[config.mk]
export PLATFORM = sky130hd
export DESIGN_NAME = usbirq_regs
export DESIGN_NICKNAME = d
export VERILOG_FILES = /design/src/pkg/usbirq_pkg.sv /design/src/logic/usbirq_regs.sv
export SDC_FILE = /design/constraint.sdc
export NUM_CORES = 2
export LEC_CHECK = 0
export ABC_AREA = 1
export ABC_CLOCK_PERIOD_IN_PS = 3190
export BUFFER_PORTS_ARGS = -buffer_cell sky130_fd_sc_hd__clkbuf_2
export CORE_AREA = 2 2 404 406
export CTS_CLUSTER_SIZE = 25
export DETAILED_ROUTE_END_ITERATION = 8
export DIE_AREA = 0 0 406 408
export GPL_ROUTABILITY_DRIVEN = 0
export MAX_ROUTING_LAYER = met4
export PLACE_DENSITY = 0.75
export SLEW_MARGIN = 20
export SYNTH_ARGS = -nofsm -noshare
export SYNTH_HDL_FRONTEND = slang
export SYNTH_SLANG_ARGS = --single-unit
[constraint.sdc]
create_clock -name i_sys_clk -period 3.19 [get_ports i_sys_clk]
set_input_delay 0.1595 -clock i_sys_clk [delete_from_list [all_inputs] [get_ports i_sys_clk]]
set_output_delay 0.1595 -clock i_sys_clk [all_outputs]
set_load 0.005 [all_outputs]
[src/pkg/usbirq_pkg.sv]
// Register map, vectors and constants of the USB interrupt and buffer block
package usbirq_pkg;
	localparam logic [15:0] ADDR_ISO_OUT_DATA = 16'hc760;
	localparam logic [15:0] ADDR_ISO_IN_DATA = 16'hc768;
	localparam logic [15:0] ADDR_ISO_CNT_HIGH = 16'hc770;
	localparam logic [15:0] ADDR_ISO_CNT_LOW = 16'hc771;
	localparam logic [15:0] ADDR_ISO_CRC_ERR = 16'hc7a0;
	localparam logic [15:0] ADDR_ISO_ZERO_LEN = 16'hc7a2;
	localparam logic [15:0] ADDR_IN_REQ = 16'hc7a9;
	localparam logic [15:0] ADDR_OUT_REQ = 16'hc7aa;
	localparam logic [15:0] ADDR_BUS_REQ = 16'hc7ab;
	localparam logic [15:0] ADDR_IN_EN = 16'hc7ac;
	localparam logic [15:0] ADDR_OUT_EN = 16'hc7ad;
	localparam logic [15:0] ADDR_BUS_EN = 16'hc7ae;
	localparam logic [15:0] ADDR_IVEC = 16'hc7a8;
	// Bulk buffer window bases, endpoints 0..5
	localparam logic [15:0] IN_BUF_BASE [6] = '{16'hc700, 16'hc680,
		16'hc600, 16'hc580, 16'hc500, 16'hc480};
	localparam logic [15:0] OUT_BUF_BASE [6] = '{16'hc6c0, 16'hc640,
		16'hc5c0, 16'hc540, 16'hc4c0, 16'hc440};
	localparam int BUF_WIN_BYTES = 64;
	localparam int BUF_MEM_BYTES = 512;
	localparam int ISO_FIFO_BYTES = 128;
	// Bus event bit positions
	localparam int BIT_SETUP_DATA = 0;
	localparam int BIT_SOF = 1;
	localparam int BIT_SETUP_TOK = 2;
	localparam int BIT_SUSPEND = 3;
	localparam int BIT_BUS_RESET = 4;
	// Vectors
	localparam logic [7:0] VEC_BUS_STEP = 8'h04;
	localparam logic [7:0] VEC_EP_BASE = 8'h18;
	localparam logic [7:0] VEC_EP_STEP = 8'h08;
	localparam logic [7:0] VEC_OUT_OFS = 8'h04;
	localparam logic [7:0] VEC_NONE = 8'h00;
	localparam logic [5:0] MASK6_RESET = 6'h00;
	localparam logic [4:0] MASK5_RESET = 5'h00;
	localparam int IRQ_PULSE_CYCLES = 2;
endpackage : usbirq_pkg

[src/logic/usbirq_regs.sv]
// USB interrupt vectoring, request/enable registers, ISO EP8 ports, buffers
//
// Implementation choice: the plain strobed port.
`timescale 1ns/1ps
module usbirq_regs
	import usbirq_pkg::*;
#(
	parameter int FIFO_DEPTH = ISO_FIFO_BYTES
) (
	input wire logic i_sys_clk,
	input wire logic i_rst_n,
	input wire logic [15:0] i_addr,
	input wire logic [7:0] i_wdata,
	input wire logic i_wr,
	input wire logic i_rd,
	output logic [7:0] o_rdata,
	input wire logic [5:0] i_in_ack,
	input wire logic [5:0] i_out_ok,
	input wire logic [4:0] i_bus_event,
	input wire logic i_iso_out_valid,
	input wire logic [7:0] i_iso_out_byte,
	input wire logic i_iso_out_end,
	input wire logic i_iso_out_crc_bad,
	input wire logic i_iso_in_pop,
	output logic [7:0] o_iso_in_byte,
	output logic [9:0] o_iso_in_count,
	output logic o_iso_out_full,
	output logic o_buf_sel,
	output logic o_buf_is_in,
	output logic [2:0] o_buf_ep,
	output logic [5:0] o_buf_ofs,
	output logic [7:0] o_ivec,
	output logic o_usb_irq
);
	logic [5:0] in_req_q, out_req_q, in_en_q, out_en_q;
	logic [5:0] in_left, out_left;
	logic [4:0] bus_req_q, bus_en_q, bus_left;
	logic [7:0] ivec_q;
	logic active_q;
	logic [1:0] pulse_cnt_q;
	logic irq_q;
	logic retrig_q;
	logic [7:0] out_head, in_head;
	logic [9:0] in_cnt, out_frame_cnt_q;
	logic out_full, out_push, in_pop;
	logic [9:0] last_cnt_q;
	logic crc_frame_q, crc_err_q, zero_len_q, zero_frame_q;
	logic [7:0] rdata_q, in_byte_q;

	////////////////////////////////////////////////////////////////////////
	// Decode
	wire wr_in_req = i_wr && i_addr == ADDR_IN_REQ;
	wire wr_out_req = i_wr && i_addr == ADDR_OUT_REQ;
	wire wr_bus_req = i_wr && i_addr == ADDR_BUS_REQ;
	wire wr_iso_in = i_wr && i_addr == ADDR_ISO_IN_DATA;
	wire rd_iso_out = i_rd && i_addr == ADDR_ISO_OUT_DATA;
	wire sof = i_bus_event[BIT_SOF];
	wire wr_in_en = i_wr && i_addr == ADDR_IN_EN;
	wire wr_out_en = i_wr && i_addr == ADDR_OUT_EN;
	wire wr_bus_en = i_wr && i_addr == ADDR_BUS_EN;
	// Disabled flags keep recording but are hidden here
	wire [5:0] in_act = in_req_q & in_en_q;
	wire [5:0] out_act = out_req_q & out_en_q;
	wire [4:0] bus_act = bus_req_q & bus_en_q;
	wire any_act = |{in_act, out_act, bus_act};
	wire any_left = |{in_left, out_left, bus_left};
	wire any_clr = ((wr_in_req || wr_out_req) && |i_wdata[5:0])
		|| (wr_bus_req && |i_wdata[4:0]);

	// Set wins over a clear in the same cycle
	usbirq_src_bank #(.W(6)) in_bank (
		.i_sys_clk,
		.i_rst_n,
		.i_set(i_in_ack),
		.i_clr_wr(wr_in_req),
		.i_en_wr(wr_in_en),
		.i_wdata(i_wdata[5:0]),
		.o_req(in_req_q),
		.o_en(in_en_q),
		.o_left(in_left)
	);
	usbirq_src_bank #(.W(6)) out_bank (
		.i_sys_clk,
		.i_rst_n,
		.i_set(i_out_ok),
		.i_clr_wr(wr_out_req),
		.i_en_wr(wr_out_en),
		.i_wdata(i_wdata[5:0]),
		.o_req(out_req_q),
		.o_en(out_en_q),
		.o_left(out_left)
	);
	usbirq_src_bank #(.W(5)) bus_bank (
		.i_sys_clk,
		.i_rst_n,
		.i_set(i_bus_event),
		.i_clr_wr(wr_bus_req),
		.i_en_wr(wr_bus_en),
		.i_wdata(i_wdata[4:0]),
		.o_req(bus_req_q),
		.o_en(bus_en_q),
		.o_left(bus_left)
	);

	////////////////////////////////////////////////////////////////////////
	// Priority encoder, lowest code wins
	logic [7:0] vec;
	always_comb begin
		vec = VEC_NONE;
		for (int n = 5; n >= 0; n--) begin
			if (out_act[n]) begin
				vec = VEC_EP_BASE + VEC_EP_STEP * 8'(n) + VEC_OUT_OFS;
			end
			if (in_act[n]) begin
				vec = VEC_EP_BASE + VEC_EP_STEP * 8'(n);
			end
		end
		for (int b = 4; b >= 0; b--) begin
			if (bus_act[b]) begin
				vec = VEC_BUS_STEP * 8'(b);
			end
		end
	end

	////////////////////////////////////////////////////////////////////////
	// Pulse generation. A new pulse fires when something becomes pending
	// from idle, or when software clears a flag while others remain.
	wire fire = (any_act && !active_q) || (any_clr && any_left);
	always_ff @(posedge i_sys_clk) begin
		if (!i_rst_n) begin
			ivec_q <= VEC_NONE;
			active_q <= 1'b0;
			retrig_q <= 1'b0;
			pulse_cnt_q <= 2'd0;
			irq_q <= 1'b0;
		end else begin
			ivec_q <= vec;
			// After a clear only the survivors count as already served
			active_q <= any_clr ? any_left : any_act;
			if ((fire || retrig_q) && !irq_q) begin
				retrig_q <= 1'b0;
				pulse_cnt_q <= 2'(IRQ_PULSE_CYCLES);
				irq_q <= 1'b1;
			end else begin
				// A source arriving mid-pulse waits for the low phase,
				// so every pulse keeps an edge of its own
				if (fire) begin
					retrig_q <= 1'b1;
				end
				if (pulse_cnt_q != 2'd0) begin
					pulse_cnt_q <= pulse_cnt_q - 2'd1;
					irq_q <= pulse_cnt_q != 2'd1;
				end else begin
					irq_q <= 1'b0;
				end
			end
		end
	end

	////////////////////////////////////////////////////////////////////////
	// ISO OUT endpoint 8: bytes pushed by the link, read by the MCU.
	// Errored packets are still stored; only the flag reports them.
	usbirq_byte_fifo #(.DEPTH(FIFO_DEPTH), .CW(10)) out_fifo (
		.i_sys_clk,
		.i_rst_n,
		.i_push(i_iso_out_valid),
		.i_data(i_iso_out_byte),
		.i_pop(rd_iso_out),
		.o_head(out_head),
		.o_count(),
		.o_full(out_full),
		.o_take(),
		.o_store(out_push)
	);
	usbirq_byte_fifo #(.DEPTH(FIFO_DEPTH), .CW(10)) in_fifo (
		.i_sys_clk,
		.i_rst_n,
		.i_push(wr_iso_in),
		.i_data(i_wdata),
		.i_pop(i_iso_in_pop),
		.o_head(in_head),
		.o_count(in_cnt),
		.o_full(),
		.o_take(in_pop),
		.o_store()
	);
	always_ff @(posedge i_sys_clk) begin
		if (!i_rst_n) begin
			out_frame_cnt_q <= 10'd0;
			last_cnt_q <= 10'd0;
			crc_frame_q <= 1'b0;
			crc_err_q <= 1'b0;
			zero_frame_q <= 1'b0;
			zero_len_q <= 1'b0;
			in_byte_q <= 8'h00;
		end else begin
			if (in_pop) begin
				in_byte_q <= in_head;
			end
			// Status gathered through the frame, published at SOF
			if (sof) begin
				last_cnt_q <= out_frame_cnt_q;
				crc_err_q <= crc_frame_q;
				zero_len_q <= zero_frame_q;
				out_frame_cnt_q <= 10'd0;
				crc_frame_q <= 1'b0;
				zero_frame_q <= 1'b0;
			end else begin
				if (out_push) begin
					out_frame_cnt_q <= out_frame_cnt_q + 10'd1;
				end
				if (i_iso_out_end) begin
					crc_frame_q <= i_iso_out_crc_bad;
					zero_frame_q <= out_frame_cnt_q == 10'd0 && !out_push;
				end
			end
		end
	end

	////////////////////////////////////////////////////////////////////////
	// Bulk buffer window decode
	logic bsel, bin;
	logic [2:0] bep;
	always_comb begin
		bsel = 1'b0;
		bin = 1'b0;
		bep = 3'd0;
		for (int e = 0; e < 6; e++) begin
			if (i_addr[15:6] == IN_BUF_BASE[e][15:6]) begin
				bsel = 1'b1;
				bin = 1'b1;
				bep = 3'(e);
			end
			if (i_addr[15:6] == OUT_BUF_BASE[e][15:6]) begin
				bsel = 1'b1;
				bin = 1'b0;
				bep = 3'(e);
			end
		end
	end

	////////////////////////////////////////////////////////////////////////
	// Read mux; data appears the cycle after the strobe, unmapped reads 0
	logic [7:0] rmux;
	always_comb begin
		case (i_addr)
			ADDR_ISO_OUT_DATA: rmux = out_head;
			ADDR_ISO_CNT_HIGH: rmux = {6'h00, last_cnt_q[9:8]};
			ADDR_ISO_CNT_LOW: rmux = last_cnt_q[7:0];
			ADDR_ISO_CRC_ERR: rmux = {7'h00, crc_err_q};
			ADDR_ISO_ZERO_LEN: rmux = {7'h00, zero_len_q};
			ADDR_IVEC: rmux = ivec_q;
			ADDR_IN_REQ: rmux = {2'b00, in_req_q};
			ADDR_OUT_REQ: rmux = {2'b00, out_req_q};
			ADDR_BUS_REQ: rmux = {3'b000, bus_req_q};
			ADDR_IN_EN: rmux = {2'b00, in_en_q};
			ADDR_OUT_EN: rmux = {2'b00, out_en_q};
			ADDR_BUS_EN: rmux = {3'b000, bus_en_q};
			default: rmux = 8'h00;
		endcase
	end
	always_ff @(posedge i_sys_clk) begin
		if (!i_rst_n) begin
			rdata_q <= 8'h00;
		end else begin
			rdata_q <= i_rd ? rmux : 8'h00;
		end
	end

	assign o_rdata = rdata_q;
	assign o_ivec = ivec_q;
	assign o_usb_irq = irq_q;
	assign o_iso_in_byte = in_byte_q;
	assign o_iso_in_count = in_cnt;
	assign o_iso_out_full = out_full;
	assign o_buf_sel = bsel && (i_rd || i_wr);
	assign o_buf_is_in = bin;
	assign o_buf_ep = bep;
	assign o_buf_ofs = i_addr[5:0];
endmodule : usbirq_regs

////////////////////////////////////////////////////////////////////////
// One bank of request flags with its enable register
module usbirq_src_bank #(
	parameter int W = 6
) (
	input wire logic i_sys_clk,
	input wire logic i_rst_n,
	input wire logic [W-1:0] i_set,
	input wire logic i_clr_wr,
	input wire logic i_en_wr,
	input wire logic [W-1:0] i_wdata,
	output logic [W-1:0] o_req,
	output logic [W-1:0] o_en,
	output logic [W-1:0] o_left
);
	logic [W-1:0] req_q, en_q;
	wire [W-1:0] clr = i_clr_wr ? i_wdata : '0;
	// Set wins so an event landing on a clear is not lost
	wire [W-1:0] req_d = (req_q & ~clr) | i_set;
	always_ff @(posedge i_sys_clk) begin
		if (!i_rst_n) begin
			req_q <= '0;
			en_q <= '0;
		end else begin
			req_q <= req_d;
			if (i_en_wr) begin
				en_q <= i_wdata;
			end
		end
	end
	assign o_req = req_q;
	assign o_en = en_q;
	// Enabled flags that survive this cycle's clear
	assign o_left = req_q & ~clr & en_q;
endmodule : usbirq_src_bank

////////////////////////////////////////////////////////////////////////
// Byte FIFO for one isochronous direction. Pushes into a full FIFO and
// pops from an empty one are dropped; depth must be a power of two.
module usbirq_byte_fifo #(
	parameter int DEPTH = 128,
	parameter int CW = 10
) (
	input wire logic i_sys_clk,
	input wire logic i_rst_n,
	input wire logic i_push,
	input wire logic [7:0] i_data,
	input wire logic i_pop,
	output logic [7:0] o_head,
	output logic [CW-1:0] o_count,
	output logic o_full,
	output logic o_take,
	output logic o_store
);
	localparam int AW = $clog2(DEPTH);
	logic [7:0] mem [DEPTH];
	logic [AW-1:0] wp_q, rp_q;
	logic [CW-1:0] cnt_q;
	wire full = cnt_q == CW'(DEPTH);
	wire store = i_push && !full;
	wire take = i_pop && cnt_q != '0;
	always_ff @(posedge i_sys_clk) begin
		if (store) begin
			mem[wp_q] <= i_data;
		end
	end
	always_ff @(posedge i_sys_clk) begin
		if (!i_rst_n) begin
			wp_q <= '0;
			rp_q <= '0;
			cnt_q <= '0;
		end else begin
			if (store) begin
				wp_q <= wp_q + 1'b1;
			end
			if (take) begin
				rp_q <= rp_q + 1'b1;
			end
			cnt_q <= cnt_q + CW'(store) - CW'(take);
		end
	end
	assign o_head = mem[rp_q];
	assign o_count = cnt_q;
	assign o_full = full;
	assign o_take = take;
	assign o_store = store;
endmodule : usbirq_byte_fifo

# Yosys cells after proc, flatten, opt, wreduce, memory -nomap -nowiden
# Memories as Yosys holds them, arrays and structs flattened. A register that Yosys moved wholly into a read port is not among the register bits.
# Index checks and enable logic that the tools add are counted.
[word_totals] output_inout_bits=47 ff_bits=127 n_memories=2 mem_bits_rw=2048
[classes] bitwise_logic=16 n_eq_ne=28 muxes=64 addsub=10 n_reduce_logical=48
[mem_list] memory="in_fifo.mem" words=128 width=8 read_ports=1 rd_clocked_by_memory_dff=1 write_ports=1 line_no="usbirq_regs.sv:337" rtl="logic [7:0] mem [DEPTH];"
[mem_list] memory="out_fifo.mem" words=128 width=8 read_ports=1 rd_clocked_by_memory_dff=1 write_ports=1 line_no="usbirq_regs.sv:337"
[ops] cell="16-bit equality test (second input constant)" n=13
[ops] cell="10-bit equality test (second input constant)" n=12
[ops] cell="8-bit one-hot mux with 12 select lines" n=1
[ops] cell="6-bit 2-to-1 mux" n=10
[ops] cell="17-bit OR reduction" n=3
[ops] cell="6-bit AND" n=6
[ops] cell="1-bit 2-to-1 mux" n=31
[ops] cell="3-bit 2-to-1 mux" n=10
[ops] cell="7-bit by 1-bit adder with 7-bit output (second input constant)" n=4
[ops] cell="7-bit 2-to-1 mux" n=4
[ops] cell="10-bit by 1-bit adder with 10-bit output" n=2
[ops] cell="10-bit by 8-bit equality test with 1-bit output (second input constant)" n=2
[ops] cell="5-bit 2-to-1 mux" n=4
[ops] cell="10-bit nonzero test" n=2
[ops] cell="10-bit by 1-bit subtractor with 10-bit output" n=2
[ops] cell="1-bit logical AND" n=19
[ops] cell="16-bit OR reduction" n=1
[ops] cell="5-bit AND" n=3
[ops] cell="6-bit NOT" n=2
[ops] cell="6-bit OR" n=2
[ops] cell="10-bit by 1-bit adder with 10-bit output (second input constant)" n=1
[ops] cell="10-bit zero test" n=1
[ops] cell="5-bit OR reduction" n=2
[ops] cell="4-bit 2-to-1 mux" n=2
[ops] cell="other kinds (14)" n=27

# Longest topological paths before layout
[depth] depth_word=17 ltp_mapped=24

# Modules after synthesis
# A second synthesis with hierarchy kept.
[hier_totals] hier_cells=8187 hier_area_um2=91529.0
[by_module_without_submodules] module="usbirq_byte_fifo (in_fifo)" instances=1 cells_per_inst=3754 area_per_inst_um2=43565.5
[by_module_without_submodules] module="usbirq_byte_fifo (out_fifo)" instances=1 cells_per_inst=3737 area_per_inst_um2=43461.7
[by_module_without_submodules] module="usbirq_regs" instances=1 cells_per_inst=503 area_per_inst_um2=3181.8
[by_module_without_submodules] module="usbirq_src_bank (in_bank ...)" instances=2 cells_per_inst=68 area_per_inst_um2=465.4
[by_module_without_submodules] module="usbirq_src_bank (bus_bank)" instances=1 cells_per_inst=57 area_per_inst_um2=389.1

# Worst setup path after synthesis
# OpenSTA, ideal clock, no wires.
[synth_path] path_kind="reg-to-reg" from="register in_fifo.cnt_q[2], in the netlist in_fifo.o_count[2]" to="register in_fifo.cnt_q[8], in the netlist in_fifo.o_count[8]" stages_incl_launch_ff=24 synth_period_minus_slack_ns=3.108 arrival_ns=3.038 setup_slack_ns=0.082 path_cell_list="dfxtp_1 -> inv_1 -> ha_1 -> nand2_1 -> nor2_1 -> nand3_1 -> and2_1 -> clkbuf_1 -> clkbuf_1 -> ha_1 -> inv_1 -> ha_1 -> fa_1 -> nand2_1 -> a21oi_1 -> nor2_1 -> nor2_1 -> o21ai_0 -> nand2_1 -> a21oi_1 -> nor2_1 -> nor2_1 -> o21ai_0 -> a21oi_1"
[synth_lines] element="start: declaration" line_no="usbirq_regs.sv:339" rtl="logic [CW-1:0] cnt_q;"
[synth_lines] element="start signal: assignment" line_no="usbirq_regs.sv:360" rtl="cnt_q <= cnt_q + CW'(store) - CW'(take);"
[synth_lines] element="10-bit nonzero test" line_no="usbirq_regs.sv:342" rtl="wire take = i_pop && cnt_q != '0;"
[synth_lines] element="1-bit logical AND" line_no="usbirq_regs.sv:342"
[synth_lines] element="named net in_fifo.o_take" line_no="usbirq_regs.sv:333" rtl="output logic o_take,"
[synth_lines] element="10-bit by 1-bit subtractor with 10-bit output" line_no="usbirq_regs.sv:360"
# The timed path passes the listed nets, and every way through them passes these cells.
# A chain may end at the register's enable or synchronous reset.

# Worst setup path in the final report
[layout_path] from="register out_fifo.cnt_q[3], in the netlist out_fifo.o_count[3]" to="register out_fifo.cnt_q[8], in the netlist out_fifo.o_count[8]"
[layout_lines] element="start: declaration" line_no="usbirq_regs.sv:339"
[layout_lines] element="start signal: assignment" line_no="usbirq_regs.sv:360"
[layout_lines] element="10-bit nonzero test" line_no="usbirq_regs.sv:342"
[layout_lines] element="1-bit logical AND" line_no="usbirq_regs.sv:342"
[layout_lines] element="named net out_fifo.o_take" line_no="usbirq_regs.sv:333"
[layout_lines] element="10-bit by 1-bit subtractor with 10-bit output" line_no="usbirq_regs.sv:360"
# The timed path passes the listed nets, and every way through them passes these cells.

==> summary.md <==
| Metric | Value |
|---|---|
| Clock share of power | 40.2% |
| PD cells | 610 nW/um^2 |
| Worst-path clk slew | 60 ps |
| Num CTS Buffers | 207 |
| Gate Count Post-Synth | 7330 |
| Placed cells | 9491 |
| First-pass GRT wire length | 355000 um |
| Post-synthesis cell area | 88200 um^2 |
| Cell with the most instances on the worst path | nor2_1 |
| Synth warn | 0 |
| DP Wirelength | 138000 um |
| Core area | 162000 um^2 |
| Max rail drop VDD | 678 uV |
| Leakage power figure | 34.1 nW |
| Drt drc | 0 |
| Final WS setup | 10.4 ps |
| Post-DRT Antenna Nets | 0 |
| Share of flip-flops with an asynchronous set or reset | 0% |
| Sw Ratio | 23.8% |
| Clock root buffer | clkbuf_16 |
| Synthesis-to-layout area growth | 14.1% |
| Grt met2 use | 45.7% |
| Crit share post-route | 99.7% |
| Die ar. | 166000 um^2 |
| Status | completed |
| Synth top cells by count | edfxtp_1 (2048), nor2_1 (1454), o21ai_0 (1104) |
| Initial antenna violation count | 3 |
| H-tree depth | 4 |
| Vias | 61553 |
| Worst hold slack | 47.4 ps |
| Critical Path AT | 3940 ps |
| Comb power frac | 8.3% |
| Actual transition at the worst max-transition pin | 1070 ps |
| Worst Path Required | 3950 ps |
| CP startpoint kind | flip-flop |
| Crit path max fanout | 2 |
| Setup-failing EPs final | 0 |
| Clk sink count | 2187 |
| Critical path buffers and inverters | 3 |
| Final core utilization | 62.3% |
| GR Util met1 | 36.7% |
| Ratio of cells with drive above 1 in the final layout | 10.6% |
| CTS max path bufs | 3 |
| Max Cap Viol | 0 |
| Prevailing post-synth register cell | edfxtp_1 |
| Vias in the first global route | 59974 |
| Synthesis-stage register bit count | 2187 |
| IO Port Bufs | 100 |
| Worst-Skew Late Latency | 890 ps |
| Crit-path leading delay family | simple AND/OR/NAND/NOR gates |
| Worst min path class | primary input to flip-flop |
| CP peak stage delay | 390 ps |
| Worst path slowest cell | fa_2 |
| Sequential area share after synthesis | 72.9% |
| Synth top area cells | edfxtp_1 (70%), o21ai_0 (6.3%), nor2_1 (6.2%) |
| Worst Clk Skew | 82.2 ps |
| Core Rows | 148 |
| Seq pwr share | 51.6% |
| GRT met3 Usage | 5.06% |
| Overall Power | 61.4 mW |
| CP Capture Type | flip-flop |
| Cell Count, Final, Fillers Out | 9957 |
| Die Ht | 408 um |
| Post-synth cell types | 49 |
| Initial Utilization | 54.6% |
| Most frequent cell after synthesis | edfxtp_1 |
| Place WS | -215 ps |
| First-pass DRT Iterations | 8 |
| First DRT Iteration DRCs | 8574 |
| Chip width | 406 um |
| Achievable Freq | 315 MHz |
| Switch Pwr | 14.6 mW |
| WL/cell | 23.7 um |
| Total GRT Usage | 28.8% |
| Crit-path cells | inv_2 > ha_4 > nand2_2 > nor2_2 > nand4_1 > and3_4 > ha_4 > inv_4 > ha_4 > fa_2 > nand2_1 > inv_1 > nor2_1 > nor2_1 > nor2_1 > nor2_1 > o21ai_1 > nand2_1 > nand2_2 > nand2_2 > a21oi_2 > o21ai_1 > a21oi_1 |
| Final wirelength | 236000 um |
| TritonCTS clock tree | built |
| Post-synth EDFFs | 2048 |
| Final slew viol count | 0 |
| Crit. Startpoint | out_fifo.o_count[3]$_SDFF_PN0_ |
| Cell taking the most area after synthesis | edfxtp_1 |
| Grt ovf | 0 |
| Mapped Avg Cell Area | 12.0 um^2 |
| GR peak layer | met2 |
| Beginning of the worst hold path | i_addr[0] |
| R2R Path Start | out_fifo.o_count[3]$_SDFF_PN0_ |
| Synth top area share | 69.7% |
| Nets@finish | 7694 |
| Slew HR | 28.9% |
| Hold Fails Final Rpt | 0 |
| RSZ-0062 raised after global routing | true |
| Crit path time final | 3180 ps |
| Crit path kind | flip-flop to flip-flop |
| Largest net degree at the start of global routing | 179 |
| Ports | 104 |
| Int Pwr | 46.8 mW |
| Vias per cell | 6.18 |
-- metrics by stage --
step / area (um^2) / TNS [ps]
after floorplan: 88200 / 0
after detailed placement: 92900 / -275
after global routing: 101000 / -433
final: 101000 / 0
after CTS: 101000 / 0
after global placement: 92900 / -139
-- flip-flops by register name, summed over array words and instances (netlist names), 8 cells and up, named ones only --
name	count
last_cnt_q	10
out_frame_cnt_q	10
o_rdata	8
out_fifo.o_count	10
in_fifo.mem	1024
o_iso_in_byte	8
out_fifo.mem	1024
in_fifo.o_count	10
-- power groups by stage --
stage | logic (mW) | clock network (mW) | registers (mW)
after global placement | 4.65 | 0 | 32.3
final | 5.07 | 24.7 | 31.7
after global routing | 5.52 | 25.9 | 31.7
after floorplan | 2.80 | 0 | 32.2
after detailed placement | 4.76 | 0 | 32.3
after CTS | 4.91 | 24.8 | 31.7
-- cell usage in the layout (no fill, tap or decap), types with 5 or more instances in the layout --
cell,instances
o21bai_1,5
clkinvlp_4,7
o21ai_1,6
nor2_1,1451
dfxtp_1,130
nand4_1,36
dfxtp_4,6
nand3_1,395
clkinv_1,55
ha_1,33
clkbuf_2,84
bufinv_16,19
nand2_1,651
o21ai_0,1100
nor2_2,5
buf_12,58
nor4_1,8
edfxtp_1,2048
nand2_2,5
clkinv_16,13
o211ai_1,103
a21oi_1,158
o21a_1,6
clkbuf_16,208
inv_2,10
dlygate4sd3_1,72
o221ai_1,30
o22ai_1,410
clkbuf_1,41
nor3_1,27
a31oi_1,7
clkinv_2,47
inv_1,171
buf_4,324
-- path summary, 6_finish.rpt --
check	endpoint	slack, ps	depth (start not counted)
max reg2reg	out_fifo.o_count[8]$_SDFF_PN0_	10	23
min	flip-flop	50	6
max	out_fifo.o_count[8]$_SDFF_PN0_	10	23
min reg2reg	o_rdata[7]$_SDFF_PN0_	440	2
-- logic make-up after synthesis --
kind of cell,Yosys count,synth area share [%]
simple gates,2590,11.9
flops,2187,72.9
xor+xnor,1,0.00993
compound gates,1839,11.5
buf+inv,674,3.13
fa+ha+maj,38,0.556
other cells,1,0.00425
-- routing by layer --
layer  routed length (um)  share of wire (%)
met1                86700                 37
met2               115000                 49
met3                23900                 10
met4                10500                4.5
met5                    0                  0
-- cell type report --
cell class                 instances  area [um^2]
fill                           11625        61000
sequential                      2187        64300
timing repair buffer             538         4730
antenna                            1         2.50
clock buffer                     252         5400
inverter                         194          756
clock inverter                   139         1490
tap                             2175         2720
multi-input combinational       4471        21200
-- worst register-to-register path, delay by kind of cell, from the launching register on --
kind / cells / cell delay, ps
DFF: 1 / 320
adders and majority gates: 4 / 950
and+or+nand+nor: 12 / 1130
AOI/OAI and AO/OA: 4 / 520
buffers and inverters: 3 / 150
-- timing repair --
action | CTS | global route
setup endpoints to repair | 1 | 4
hold buffers | 72 | 0
pin swaps | 1 | 18
setup buffers | 0 | 2
hold endpoints to repair | 788 | 0
resized for setup | 3 | 21
Note: power is estimated with default switching activity, not from simulation.
